File: config.mk
export PLATFORM = sky130hd
export DESIGN_NAME = branch_skip_unary_alu_exec
export DESIGN_NICKNAME = d
export VERILOG_FILES = /design/src/include/alu_exec_pkg.sv /design/src/branch_skip_unary_alu_exec.sv
export VERILOG_INCLUDE_DIRS = /design/src /design/src/include
export SDC_FILE = /design/constraint.sdc
export NUM_CORES = 1
export LEC_CHECK = 0
export ABC_AREA = 1
export BUFFER_PORTS_ARGS = -buffer_cell sky130_fd_sc_hd__buf_2
export CAP_MARGIN = 40
export CELL_PAD_IN_SITES_DETAIL_PLACEMENT = 1
export CELL_PAD_IN_SITES_GLOBAL_PLACEMENT = 1
export CORE_MARGIN = 10
export CORE_UTILIZATION = 29
export CTS_CLUSTER_DIAMETER = 120
export DETAILED_ROUTE_END_ITERATION = 8
export GPL_TIMING_DRIVEN = 1
export PLACE_DENSITY = 0.53
export SYNTH_ARGS = -nofsm -noshare
export SYNTH_HDL_FRONTEND = slang
export SYNTH_SLANG_ARGS = --single-unit
File: constraint.sdc
create_clock -name aclk -period 9.2 [get_ports aclk]
set_input_delay 0.46 -clock aclk [delete_from_list [all_inputs] [get_ports aclk]]
set_output_delay 0.46 -clock aclk [all_outputs]
set_load 0.01 [all_outputs]
File: src/include/alu_exec_defines.svh
`ifndef ALU_EXEC_DEFINES_SVH
`define ALU_EXEC_DEFINES_SVH
`define ADDR_CTRL 8'h00
`define ADDR_OPND 8'h04
`define ADDR_OFFS 8'h08
`define ADDR_ZPTR 8'h0C
`define ADDR_IOV 8'h10
`define ADDR_PC 8'h14
`define ADDR_FLAGS 8'h18
`define ADDR_STAT 8'h1C
`define CTRL_START 8
`define IOV_TWO_WORD 8
`define FLG_C 0
`define FLG_Z 1
`define FLG_N 2
`define FLG_V 3
`define FLG_S 4
`define FLG_H 5
`define FLG_I 7
`define CYC_ONE 3'h1
`define CYC_TWO 3'h2
`define CYC_THREE 3'h3
`define CYC_FOUR 3'h4
`define CYC_FIVE 3'h5
`define RESP_OKAY 2'h0
`define RESP_SLVERR 2'h2
`define BYTE_FF 8'hFF
`define BYTE_00 8'h00
`define BYTE_MIN 8'h80
`define SHORT_PC_W 16
`define SHORT_OFFS_W 7
`endif

File: src/include/alu_exec_pkg.sv
package alu_exec_pkg;
   typedef enum logic [4:0] {
      no_op,
      ones_complement_op,
      twos_complement_op,
      set_bits_mask_op,
      clear_bits_mask_op,
      zero_minus_test_op,
      relative_jump_op,
      pointer_jump_op,
      pointer_call_op,
      interrupt_return_op,
      compare_skip_equal_op,
      skip_reg_bit_clear_op,
      skip_reg_bit_set_op,
      skip_io_bit_clear_op,
      skip_io_bit_set_op,
      branch_status_bit_set_op,
      branch_status_bit_clear_op,
      branch_carry_clear_op,
      branch_same_higher_op,
      branch_signed_not_less_op,
      branch_signed_less_op,
      branch_half_carry_set_op
   } op_e;
endpackage

File: src/branch_skip_unary_alu_exec.sv
`timescale 1ns/1ns
`include "alu_exec_defines.svh"
// Summary of operation
// - Set-bits ORs register with mask, updates Z N V S, one cycle.
// - Clear-bits ANDs register with inverted mask, updates Z N V S, one cycle.
// - Test ANDs register with itself, flags show zero or negative, one cycle.
// - Pointer jump loads PC from Z, upper bits zero, two cycles.
// - Pointer call jumps to Z, pushes return address, three or four cycles.
// - Compare-skip skips next instruction when registers equal, 1/2/3 cycles.
// - Skip when selected register bit is zero, 1/2/3 cycles.
// - Skip when selected register bit is one, flags untouched.
// - Skip when selected I/O bit is zero, PC advances 1, 2 or 3.
// - Skip when selected I/O bit is one, 1/2/3 cycles.
// - Branch when selected status bit set, PC plus offset plus one.
// - Branch when selected status bit clear, one or two cycles.
// - Carry-clear and same-or-higher branches both test carry zero.
// - Signed not-less branch taken when N xor V is zero.
// - Signed less branch taken when N xor V is one.
// - Half-carry-set branch taken when H is one, one or two cycles.
module branch_skip_unary_alu_exec
   import alu_exec_pkg::*;
#(
   parameter int PC_W = 22,
   parameter int STACK_D = 8,
   parameter int ADDR_W = 8
) (
   input wire logic aclk,
   input wire logic aresetn,
   input wire logic [ADDR_W-1:0] awaddr,
   input wire logic [2:0] awprot,
   input wire logic awvalid,
   output logic awready,
   input wire logic [31:0] wdata,
   input wire logic [3:0] wstrb,
   input wire logic wvalid,
   output logic wready,
   output logic [1:0] bresp,
   output logic bvalid,
   input wire logic bready,
   input wire logic [ADDR_W-1:0] araddr,
   input wire logic [2:0] arprot,
   input wire logic arvalid,
   output logic arready,
   output logic [31:0] rdata,
   output logic [1:0] rresp,
   output logic rvalid,
   input wire logic rready
);
   localparam int SP_W = $clog2(STACK_D);

   logic aw_rdy_r, aw_rdy_nxt, w_rdy_r, w_rdy_nxt;
   logic aw_got_r, aw_got_nxt, w_got_r, w_got_nxt;
   logic [ADDR_W-1:0] aw_addr_r, aw_addr_nxt;
   logic [31:0] w_data_r, w_data_nxt;
   logic [3:0] w_strb_r, w_strb_nxt;
   logic bvalid_r, bvalid_nxt, ar_rdy_r, ar_rdy_nxt, rvalid_r, rvalid_nxt;
   logic [1:0] bresp_r, bresp_nxt, rresp_r, rresp_nxt;
   logic [31:0] rdata_r, rdata_nxt;

   op_e op_r, op_nxt;
   logic go_r, go_nxt, busy_r, busy_nxt, taken_r, taken_nxt;
   logic [2:0] cnt_r, cnt_nxt, cyc_r, cyc_nxt;
   logic [31:0] opnd_r, opnd_nxt;
   logic [11:0] offs_r, offs_nxt;
   logic [15:0] zptr_r, zptr_nxt;
   logic [8:0] iov_r, iov_nxt;
   logic [PC_W-1:0] pc_r, pc_nxt, ppc_r, ppc_nxt;
   logic [7:0] flags_r, flags_nxt, pfl_r, pfl_nxt;
   logic [7:0] res_r, res_nxt, pres_r, pres_nxt;
   logic push_r, push_nxt, pop_r, pop_nxt;
   logic [SP_W-1:0] sp_r, sp_nxt;
   logic [PC_W-1:0] stack_r [STACK_D];

   logic wr_go, commit;
   logic [31:0] wmerged;
   logic [7:0] e_res, e_fl;
   logic [PC_W-1:0] e_pc, k_short, k_long, pc_inc;
   logic [2:0] e_cyc;
   logic e_hit, e_alu, e_br, e_skip;

   function automatic logic [31:0] merge(input logic [31:0] old,
                                         input logic [31:0] d,
                                         input logic [3:0] s);
      logic [31:0] m;
      m = old;
      for (int i = 0; i < 4; i++) begin
         if (s[i]) begin
            m[8*i +: 8] = d[8*i +: 8];
         end
      end
      return m;
   endfunction

   assign awready = aw_rdy_r;
   assign wready = w_rdy_r;
   assign bvalid = bvalid_r;
   assign bresp = bresp_r;
   assign arready = ar_rdy_r;
   assign rvalid = rvalid_r;
   assign rresp = rresp_r;
   assign rdata = rdata_r;

   assign wr_go = aw_got_r && w_got_r && !bvalid_r;
   assign commit = busy_r && (cnt_r == `CYC_ONE);
   assign k_short = PC_W'($signed(offs_r[`SHORT_OFFS_W-1:0]));
   assign k_long = PC_W'($signed(offs_r));
   assign pc_inc = pc_r + PC_W'(1);

   // Instruction evaluation; results are held until the last cycle.
   always_comb begin
      logic [7:0] rd, msk;
      logic [2:0] bs;
      logic two;
      rd = opnd_r[7:0];
      msk = opnd_r[15:8];
      bs = opnd_r[18:16];
      two = iov_r[`IOV_TWO_WORD];
      e_res = rd;
      e_fl = flags_r;
      e_pc = pc_inc;
      e_cyc = `CYC_ONE;
      e_hit = 1'b0;
      e_alu = 1'b0;
      e_br = 1'b0;
      e_skip = 1'b0;
      case (op_r)
         ones_complement_op: begin
            e_res = `BYTE_FF - rd;
            e_alu = 1'b1;
            e_fl[`FLG_C] = 1'b1;
         end
         twos_complement_op: begin
            e_res = `BYTE_00 - rd;
            e_alu = 1'b1;
            e_fl[`FLG_C] = (e_res != `BYTE_00);
            e_fl[`FLG_H] = e_res[3] | rd[3];
         end
         set_bits_mask_op: begin
            e_res = rd | msk;
            e_alu = 1'b1;
         end
         clear_bits_mask_op: begin
            e_res = rd & ~msk;
            e_alu = 1'b1;
         end
         zero_minus_test_op: begin
            e_res = rd & rd;
            e_alu = 1'b1;
         end
         relative_jump_op: begin
            e_pc = pc_inc + k_long;
            e_cyc = `CYC_TWO;
         end
         pointer_jump_op: begin
            e_pc = PC_W'(zptr_r);
            e_cyc = `CYC_TWO;
         end
         pointer_call_op: begin
            e_pc = PC_W'(zptr_r);
            e_cyc = (PC_W > `SHORT_PC_W) ? `CYC_FOUR : `CYC_THREE;
         end
         interrupt_return_op: begin
            e_pc = stack_r[sp_r - SP_W'(1)];
            e_fl[`FLG_I] = 1'b1;
            e_cyc = (PC_W > `SHORT_PC_W) ? `CYC_FIVE : `CYC_FOUR;
         end
         compare_skip_equal_op: begin
            e_hit = (rd == msk);
            e_skip = 1'b1;
         end
         skip_reg_bit_clear_op: begin
            e_hit = !rd[bs];
            e_skip = 1'b1;
         end
         skip_reg_bit_set_op: begin
            e_hit = rd[bs];
            e_skip = 1'b1;
         end
         skip_io_bit_clear_op: begin
            e_hit = !iov_r[bs];
            e_skip = 1'b1;
         end
         skip_io_bit_set_op: begin
            e_hit = iov_r[bs];
            e_skip = 1'b1;
         end
         branch_status_bit_set_op: begin
            e_hit = flags_r[bs];
            e_br = 1'b1;
         end
         branch_status_bit_clear_op: begin
            e_hit = !flags_r[bs];
            e_br = 1'b1;
         end
         branch_carry_clear_op, branch_same_higher_op: begin
            e_hit = !flags_r[`FLG_C];
            e_br = 1'b1;
         end
         branch_signed_not_less_op: begin
            e_hit = !(flags_r[`FLG_N] ^ flags_r[`FLG_V]);
            e_br = 1'b1;
         end
         branch_signed_less_op: begin
            e_hit = flags_r[`FLG_N] ^ flags_r[`FLG_V];
            e_br = 1'b1;
         end
         branch_half_carry_set_op: begin
            e_hit = flags_r[`FLG_H];
            e_br = 1'b1;
         end
         default: begin
            e_pc = pc_inc;
         end
      endcase
      if (e_alu) begin
         e_fl[`FLG_Z] = (e_res == `BYTE_00);
         e_fl[`FLG_N] = e_res[7];
         e_fl[`FLG_V] = (op_r == twos_complement_op) ?
                        (e_res == `BYTE_MIN) : 1'b0;
         e_fl[`FLG_S] = e_fl[`FLG_N] ^ e_fl[`FLG_V];
      end
      // A skipped two-word instruction costs one more cycle and word.
      if (e_skip && e_hit) begin
         e_pc = two ? pc_inc + PC_W'(2) : pc_inc + PC_W'(1);
         e_cyc = two ? `CYC_THREE : `CYC_TWO;
      end
      if (e_br && e_hit) begin
         e_pc = pc_inc + k_short;
         e_cyc = `CYC_TWO;
      end
   end

   always_comb begin
      aw_rdy_nxt = aw_rdy_r;
      w_rdy_nxt = w_rdy_r;
      aw_got_nxt = aw_got_r;
      w_got_nxt = w_got_r;
      aw_addr_nxt = aw_addr_r;
      w_data_nxt = w_data_r;
      w_strb_nxt = w_strb_r;
      bvalid_nxt = bvalid_r;
      bresp_nxt = bresp_r;
      ar_rdy_nxt = ar_rdy_r;
      rvalid_nxt = rvalid_r;
      rresp_nxt = rresp_r;
      rdata_nxt = rdata_r;
      if (awvalid && aw_rdy_r) begin
         aw_rdy_nxt = 1'b0;
         aw_got_nxt = 1'b1;
         aw_addr_nxt = awaddr;
      end
      if (wvalid && w_rdy_r) begin
         w_rdy_nxt = 1'b0;
         w_got_nxt = 1'b1;
         w_data_nxt = wdata;
         w_strb_nxt = wstrb;
      end
      if (wr_go) begin
         aw_got_nxt = 1'b0;
         w_got_nxt = 1'b0;
         bvalid_nxt = 1'b1;
         bresp_nxt = (aw_addr_r > `ADDR_STAT) ? `RESP_SLVERR : `RESP_OKAY;
      end
      if (bvalid_r && bready) begin
         bvalid_nxt = 1'b0;
         aw_rdy_nxt = 1'b1;
         w_rdy_nxt = 1'b1;
      end
      if (arvalid && ar_rdy_r) begin
         ar_rdy_nxt = 1'b0;
         rvalid_nxt = 1'b1;
         rresp_nxt = `RESP_OKAY;
         case (araddr)
            `ADDR_CTRL: rdata_nxt = {27'h000_0000, op_r};
            `ADDR_OPND: rdata_nxt = opnd_r;
            `ADDR_OFFS: rdata_nxt = {20'h0_0000, offs_r};
            `ADDR_ZPTR: rdata_nxt = {16'h0000, zptr_r};
            `ADDR_IOV: rdata_nxt = {23'h00_0000, iov_r};
            `ADDR_PC: rdata_nxt = 32'(pc_r);
            `ADDR_FLAGS: rdata_nxt = {24'h00_0000, flags_r};
            `ADDR_STAT: rdata_nxt = {8'h00, 8'(sp_r), res_r,
                                     3'h0, cyc_r, taken_r, busy_r};
            default: begin
               rdata_nxt = 32'h0000_0000;
               rresp_nxt = `RESP_SLVERR;
            end
         endcase
      end
      if (rvalid_r && rready) begin
         rvalid_nxt = 1'b0;
         ar_rdy_nxt = 1'b1;
      end
   end

   assign wmerged = merge(32'h0000_0000, w_data_r, w_strb_r);

   always_comb begin
      op_nxt = op_r;
      go_nxt = 1'b0;
      opnd_nxt = opnd_r;
      offs_nxt = offs_r;
      zptr_nxt = zptr_r;
      iov_nxt = iov_r;
      pc_nxt = pc_r;
      flags_nxt = flags_r;
      busy_nxt = busy_r;
      cnt_nxt = cnt_r;
      cyc_nxt = cyc_r;
      taken_nxt = taken_r;
      res_nxt = res_r;
      ppc_nxt = ppc_r;
      pfl_nxt = pfl_r;
      pres_nxt = pres_r;
      push_nxt = push_r;
      pop_nxt = pop_r;
      sp_nxt = sp_r;
      // Operands and state stay frozen while an instruction is running.
      if (wr_go && !busy_r && !go_r) begin
         case (aw_addr_r)
            `ADDR_CTRL: begin
               if (w_strb_r[0]) begin
                  op_nxt = op_e'(w_data_r[4:0]);
               end
               go_nxt = w_strb_r[1] && w_data_r[`CTRL_START];
            end
            `ADDR_OPND: opnd_nxt = merge(opnd_r, w_data_r, w_strb_r);
            `ADDR_OFFS: offs_nxt = 12'(merge(32'(offs_r), w_data_r,
                                             w_strb_r));
            `ADDR_ZPTR: zptr_nxt = 16'(merge(32'(zptr_r), w_data_r,
                                             w_strb_r));
            `ADDR_IOV: iov_nxt = 9'(merge(32'(iov_r), w_data_r, w_strb_r));
            `ADDR_PC: pc_nxt = PC_W'(merge(32'(pc_r), w_data_r, w_strb_r));
            `ADDR_FLAGS: begin
               if (w_strb_r[0]) begin
                  flags_nxt = wmerged[7:0];
               end
            end
            default: begin
               go_nxt = 1'b0;
            end
         endcase
      end
      if (go_r) begin
         busy_nxt = 1'b1;
         cnt_nxt = e_cyc;
         cyc_nxt = e_cyc;
         taken_nxt = e_hit;
         ppc_nxt = e_pc;
         pfl_nxt = e_fl;
         pres_nxt = e_res;
         push_nxt = (op_r == pointer_call_op);
         pop_nxt = (op_r == interrupt_return_op);
      end else if (busy_r) begin
         cnt_nxt = cnt_r - 3'h1;
      end
      if (commit) begin
         busy_nxt = 1'b0;
         pc_nxt = ppc_r;
         flags_nxt = pfl_r;
         res_nxt = pres_r;
         if (push_r) begin
            sp_nxt = sp_r + SP_W'(1);
         end else if (pop_r) begin
            sp_nxt = sp_r - SP_W'(1);
         end
      end
   end

   always_ff @(posedge aclk) begin
      if (commit && push_r) begin
         stack_r[sp_r] <= pc_inc;
      end
   end

   always_ff @(posedge aclk) begin
      if (!aresetn) begin
         aw_rdy_r <= 1'b1;
         w_rdy_r <= 1'b1;
         aw_got_r <= 1'b0;
         w_got_r <= 1'b0;
         aw_addr_r <= '0;
         w_data_r <= 32'h0000_0000;
         w_strb_r <= 4'h0;
         bvalid_r <= 1'b0;
         bresp_r <= `RESP_OKAY;
         ar_rdy_r <= 1'b1;
         rvalid_r <= 1'b0;
         rresp_r <= `RESP_OKAY;
         rdata_r <= 32'h0000_0000;
         op_r <= no_op;
         go_r <= 1'b0;
         opnd_r <= 32'h0000_0000;
         offs_r <= 12'h000;
         zptr_r <= 16'h0000;
         iov_r <= 9'h000;
         pc_r <= '0;
         flags_r <= `BYTE_00;
         busy_r <= 1'b0;
         cnt_r <= 3'h0;
         cyc_r <= 3'h0;
         taken_r <= 1'b0;
         res_r <= `BYTE_00;
         ppc_r <= '0;
         pfl_r <= `BYTE_00;
         pres_r <= `BYTE_00;
         push_r <= 1'b0;
         pop_r <= 1'b0;
         sp_r <= '0;
      end else begin
         aw_rdy_r <= aw_rdy_nxt;
         w_rdy_r <= w_rdy_nxt;
         aw_got_r <= aw_got_nxt;
         w_got_r <= w_got_nxt;
         aw_addr_r <= aw_addr_nxt;
         w_data_r <= w_data_nxt;
         w_strb_r <= w_strb_nxt;
         bvalid_r <= bvalid_nxt;
         bresp_r <= bresp_nxt;
         ar_rdy_r <= ar_rdy_nxt;
         rvalid_r <= rvalid_nxt;
         rresp_r <= rresp_nxt;
         rdata_r <= rdata_nxt;
         op_r <= op_nxt;
         go_r <= go_nxt;
         opnd_r <= opnd_nxt;
         offs_r <= offs_nxt;
         zptr_r <= zptr_nxt;
         iov_r <= iov_nxt;
         pc_r <= pc_nxt;
         flags_r <= flags_nxt;
         busy_r <= busy_nxt;
         cnt_r <= cnt_nxt;
         cyc_r <= cyc_nxt;
         taken_r <= taken_nxt;
         res_r <= res_nxt;
         ppc_r <= ppc_nxt;
         pfl_r <= pfl_nxt;
         pres_r <= pres_nxt;
         push_r <= push_nxt;
         pop_r <= pop_nxt;
         sp_r <= sp_nxt;
      end
   end
endmodule

# Word-level counts from Yosys, hierarchy flattened
# Memories as Yosys holds them, arrays and structs flattened.
# Cells that the tools add are included.
# classes
addsub	10
n_lt_le_gt_ge	3
eq_ne	37
n_mux	42
bitwise_logic	8
n_reduce_logical	62
# ops
operator	n
case mux 32 bit (8 select lines)	1
2-to-1 mux 22 bit	6
case mux 22 bit (3 select lines)	1
== test 8 x 5 -> 1 bit, second input constant	7
AND reduction 3 bit	16
adder 22 x 1 -> 22 bit, second input constant	2
adder 22 bit	2
== test 5 x 4 -> 1 bit, second input constant	8
2-to-1 mux 8 bit	5
case mux 8 bit (5 select lines)	1
== test 8 x 4 -> 1 bit, second input constant	4
== test 5 bit, second input constant	6
zero test 8 bit	3
adder 22 x 2 -> 22 bit, second input constant	1
== test 5 x 3 -> 1 bit, second input constant	4
2-to-1 mux 3 bit	6
bitwise AND 8 bit	2
== test 8 x 3 -> 1 bit, second input constant	2
nonzero test 2 bit	8
logical AND 1 bit	14
OR reduction 2 bit	7
2-to-1 mux 1 bit	12
case mux 1 bit (11 select lines)	1
== test 5 x 2 -> 1 bit, second input constant	2
other kinds (28)	41
# totals
regBits	251
mem_bits_rw	176
inputBits	65
word_cells	203
n_memories	1
# mem_list
memory	words	width	read_ports	rd_clocked_by_memory_dff	wr	line_no	source
stack_r	8	22	1	0	1	branch_skip_unary_alu_exec.sv:72	logic [PC_W-1:0] stack_r [STACK_D];

# Logic depth before layout (Yosys ltp)
# depth
ltp_word	8
ltp_mapped	24
mapped_depth_nobuf	24

# Worst setup path before layout
# OpenSTA, ideal clock, no wires.
# synth_timing
path_kind	register -> register
start	register sp_r[0]
end	memory stack_r[0][0], enable pin
t_arrival_ps	2681
t_required_ps	8771
slack_ps	6090
stages_incl_launch_ff	7
path_buffers	3
cell_sequence	dfxtp_1 > buf_2 > inv_1 > buf_2 > buf_1 > nand2_1 > nor3_1
# synth_lines
item	line_no	source
from (decl)	branch_skip_unary_alu_exec.sv:71	logic [SP_W-1:0] sp_r, sp_nxt;
from (signal assigned)	branch_skip_unary_alu_exec.sv:441	sp_r <= sp_nxt;
to (decl)	branch_skip_unary_alu_exec.sv:72	
# No word-level cell before the write port.

# Worst setup path in the final report
# layout_timing
start	register pc_r[2]
end	register ppc_r[17]
# layout_between
elab_chain_cells	5
word_cells_on_any_way	9
# layout_lines
item	line_no	source
from (decl)	branch_skip_unary_alu_exec.sv:67	logic [PC_W-1:0] pc_r, pc_nxt, ppc_r, ppc_nxt;
from (signal assigned)	branch_skip_unary_alu_exec.sv:429	pc_r <= pc_nxt;
adder 22 x 1 -> 22 bit *	branch_skip_unary_alu_exec.sv:107	assign pc_inc = pc_r + PC_W'(1);
via pc_inc[13]	branch_skip_unary_alu_exec.sv:77	logic [PC_W-1:0] e_pc, k_short, k_long, pc_inc;
adder 22 bit (tied with other cells)	branch_skip_unary_alu_exec.sv:151	e_pc = pc_inc + k_long;
case mux 22 bit (3 select lines) / 2-to-1 mux 22 bit (equally long branches)	branch_skip_unary_alu_exec.sv:126, branch_skip_unary_alu_exec.sv:224	
2-to-1 mux 22 bit	branch_skip_unary_alu_exec.sv:223	if (e_skip && e_hit) begin
2-to-1 mux 22 bit *	branch_skip_unary_alu_exec.sv:227	if (e_br && e_hit) begin
to (signal assigned)	branch_skip_unary_alu_exec.sv:436	ppc_r <= ppc_nxt;
to (decl)	branch_skip_unary_alu_exec.sv:67	
# The timed path passes the listed nets; every way through them passes the cells marked *.
# A chain may end at the register's enable or synchronous reset.

==> out/qor.yml <==
detailed_routing:
  dr_wl_met2_um: 42590
  wl_met3_um: 2495
  top_layer_used: "met4"
  final_antenna_net_count: 0
  met1_length_um: 40940
  vias: 20160
  wl_per_cell_um: 22.63
  dr.first_iter.drc_count: 1139
  firstDrtPassIters: 5
  viasPerCell: 5.172
  drcViolationCount: 0
  wl_um: 88220
sta:
  fmax_ghz: 0.2220
  relSlewSlack_pct: 40.90
  drv_slew: 0
  min_period_ns: 4.505
  setup_viol: 0
  finalCritPeriodShare_pct: 48.97
  hold_viol: 0
  fin_skew_ns: 0.02769
  tns_ns: 0
  rsz0062_at_grt: "false"
  worst_pin_slew_ns: 0.8773
clocking:
  cts_hold_buf: 0
  postCtsResizedCells: 0
  clock_path_buffers: 3
  path_clk_slew_ns: 0.06
  clock-root-buffer: "clkbuf_16"
  post-cts-setup-buffer-count: 0
  htreeDepth: 2
  clock_latency_ns: 0.62
  clock-sinks: 425
  cts_made_buffers: 52
  cts_tree: "done"
pwr:
  max-vdd-ir-drop_uv: 121.3
  total_power_w: 0.004187
  p_switching_w: 0.0009597
  internal_power_w: 0.003228
  swShare_pct: 22.92
  p_comb_share_pct: 3.3
  power.leakage_nw: 9.626
  clockPowerShare_pct: 49.3
  seq_power_share_pct: 47.4
  pwr_density_cell_nw_per_um2: 165.1
placed_design:
  hpwl_um: 64830
  gp_congestion: 0.8955
  dp.cells: 3804
  dpl_cell_area_um2: 23650
  port_buffers: 97
yosys:
  synth_area_leaders: "edfxtp_1 (24%), dfxtp_1 (23%), nand2_1 (9.2%)"
  synth_edf_count: 176
  avgSynthCellArea_um2: 7.823
  netlist.area_leader.share_pct: 23.93
  async_flop_share_pct: 0
  yosysUniqueCellTypes: 61
  ys_seq_area_share_pct: 46.50
  yosysWarnings: 0
  synth.cell_area_um2: 22080
  synth-seq-cells: 425
  yosys.area.top_type: "edfxtp_1"
  synthFlopType: "dfxtp_1"
  syn_inst: 2823
worst_hold_path:
  hp-class: "in -> reg"
  hp-start: "rready"
  worstHoldEndpoint: "arready$_SDFFE_PP1P_"
  worstHoldPathCells: 3
global_route:
  antenna_found_initial: 0
  grt_overflow: 0
  grt_pass1_vias: 21200
  grt_first_pass_wirelength_um: 134500
  grt_max_degree: 99
  grtUsageTotal_pct: 19.99
critical_path:
  critPathRequiredTime_ns: 9.72
  path_cells: "ha_1 -> nand3_4 -> nor2_2 -> nand3_1 -> inv_1 -> nand2_1 -> nand2_1 -> inv_1 -> ha_1 -> nand2_1 -> nor4_1 -> nand4_1 -> nand3_1 -> xor2_1 -> nand2_1 -> nand2_1 -> inv_1 -> a21oi_2"
  critPathMaxStageDelay_ns: 0.55
  path_buf_inv: 3
  r2r-start: "pc_r[2]$_SDFFE_PN0P_"
  path_delay_family: "simple AND/OR/NAND/NOR gates"
  reg2regPathDepth: 18
  ff2ff_setup_slack_ns: 4.70
  cp_slowest_cell: "dfxtp_1"
  cp_common_cell: "nand2_1"
  worst_ep_arrival_time_ns: 5.03
  worstSetupEndpointType: "flip-flop"
  crit_fanout: 14
  start_kind: "flip-flop"
  reg2reg_to: "ppc_r[17]$_SDFFE_PN0P_"
  worstSetupPathType: "reg -> reg"
floorplan:
  die-area_um2: 87590
  die_x_um: 296.0
  core_area_um2: 75700
  num_rows: 101
  start_util_pct: 29.17
  die_h_um: 296.0
  ioPinCount: 106
cells_and_area:
  fin_nets: 3001
  area_growth_pct: 14.82
  drive_above_1_share_pct: 10.07
  fillCellCount: 9044
  antenna_cells: 0
  final_cells: 3898
  final_cell_area_um2: 25360
status:
  outcome: "finished, final reports clean"
job:
  drv_cap: 0
-- synth_stat cells, types with 4 or more instances --
cell type  instances
inv_2             11
a221oi_1           5
dfxtp_1          249
a31oi_1           20
a211oi_1          21
buf_4             10
o2111ai_1         15
o221ai_1           8
inv_1            222
nand3b_1           9
o21ai_0          331
nor2_2            13
o22ai_1           25
mux2i_1            8
nor3_1            44
nor4_1             5
clkbuf_1          86
a21oi_1          239
o21bai_1          12
nor3_2             4
nand3_1          109
nor2_1           380
buf_1              7
edfxtp_1         176
or2_2              6
o211ai_1          55
nand2_1          540
xnor2_1            7
nand4_1           30
nand2_2           13
nor2_4             8
xor2_1            25
buf_2             24
ha_1              55
o21a_1             6
-- layout by cell type, fill, tap and decap left out, types with 12 or more instances in the layout --
master	Yosys	final
nand2_1	540	539
o2111ai_1	15	15
clkbuf_1	86	13
nand3_1	109	109
a211oi_1	21	21
buf_2	24	96
nand4_1	30	30
o21bai_1	12	12
nor2_1	380	373
inv_1	222	220
edfxtp_1	176	176
ha_1	55	54
o21ai_0	331	331
nor2_2	13	14
nor2_4	8	14
dfxtp_1	249	247
clkbuf_16	0	52
nand2_2	13	14
o22ai_1	25	25
o211ai_1	55	55
a31oi_1	20	20
a21oi_1	239	239
buf_4	10	28
nor3_1	44	41
xor2_1	25	25
-- flip-flops by register name (all words and copies together) (netlist names), 4 cells and up --
register / flops
opnd_r: 32
flags_r: 8
pfl_r: 8
pres_r: 8
res_r: 8
iov_r: 9
stack_r: 176
aw_addr_r: 8
ppc_r: 22
w_data_r: 32
offs_r: 12
zptr_r: 16
op_r: 5
w_strb_r: 4
pc_r: 22
rdata: 32
-- worst reg2reg max path, stage by stage (launching register included) --
cell and delay [ns]:
dfxtp_1 0.55, ha_1 0.36, nand3_4 0.13, nor2_2 0.25
nand3_1 0.21, inv_1 0.17, nand2_1 0.07, nand2_1 0.22
inv_1 0.33, ha_1 0.52, nand2_1 0.13, nor4_1 0.54
nand4_1 0.18, nand3_1 0.22, xor2_1 0.21, nand2_1 0.09
nand2_1 0.09, inv_1 0.07, a21oi_2 0.12
-- power by group through the flow --
| stage | clock network, W | registers, W | logic, W |
|---|---|---|---|
| final | 0.00206 | 0.00198 | 0.000140 |
| after global routing | 0.00221 | 0.00199 | 0.000156 |
| after CTS | 0.00213 | 0.00198 | 0.000142 |
| after detailed placement | 0 | 0.00203 | 0.000142 |
| after global placement | 0 | 0.00202 | 0.000138 |
| after floorplan | 0 | 0.00202 | 0.0000782 |
-- per-stage QoR --
stage / utilization [%] / hold slack, ns / setup WS (ns)
2_1_floorplan: - / 0.4297 / 6.090
4_1_cts: 33.50 / 0.03477 / 4.690
3_5_place_dp: 31.25 / 0.4518 / 4.769
5_1_grt: 33.50 / 0.07143 / 4.380
3_3_place_gp: 31.00 / 0.4378 / 4.784
6_report: 33.50 / 0.08188 / 4.695
-- how the worst max path moves through the flow --
stage | start | endpoint | slack (ns) | depth (start not counted)
after CTS | pc_r[2]$_SDFFE_PN0P_ | ppc_r[17]$_SDFFE_PN0P_ | 4.69 | 18
final | pc_r[2]$_SDFFE_PN0P_ | ppc_r[17]$_SDFFE_PN0P_ | 4.70 | 18
after global routing | pc_r[2]$_SDFFE_PN0P_ | ppc_r[18]$_SDFFE_PN0P_ | 4.38 | 22
after floorplan | sp_r[0]$_SDFFE_PN0P_ | stack_r[0][0]$_DFFE_PP_ | 6.09 | 6
after detailed placement | pc_r[2]$_SDFFE_PN0P_ | ppc_r[17]$_SDFFE_PN0P_ | 4.77 | 18
after global placement | pc_r[2]$_SDFFE_PN0P_ | ppc_r[17]$_SDFFE_PN0P_ | 4.78 | 18
-- logic make-up after synthesis --
logic type      Yosys count  share of synthesized area [%]
fa+ha+maj                56                          3.207
simple gates           1174                          22.61
compound gates          759                          19.34
buf+inv                 368                          6.697
flops                   425                          46.50
mux                       8                         0.3626
other cells               1                        0.01698
xor+xnor                 32                          1.269
-- per-layer routing --
layer | up-vias | global-route usage, %
met5 | - | 0
met4 | 0 | 5.162
met3 | 100 | 2.252
met1 | 9988 | 26.00
met2 | 289 | 34.76
li1 | 9782 | -
-- layout make-up --
class	count	area, um2	share of cell area (%)
Multi-Input combinational cell	2031	10410	41.07
Timing Repair Buffer	132	844.6	3.331
Clock buffer	73	1460	5.758
Tap cell	978	1224	4.826
Sequential cell	425	10270	40.51
Inverter	238	898.4	3.543
Clock inverter	21	244.0	0.9622
Note: power is estimated with default switching activity, not from simulation.
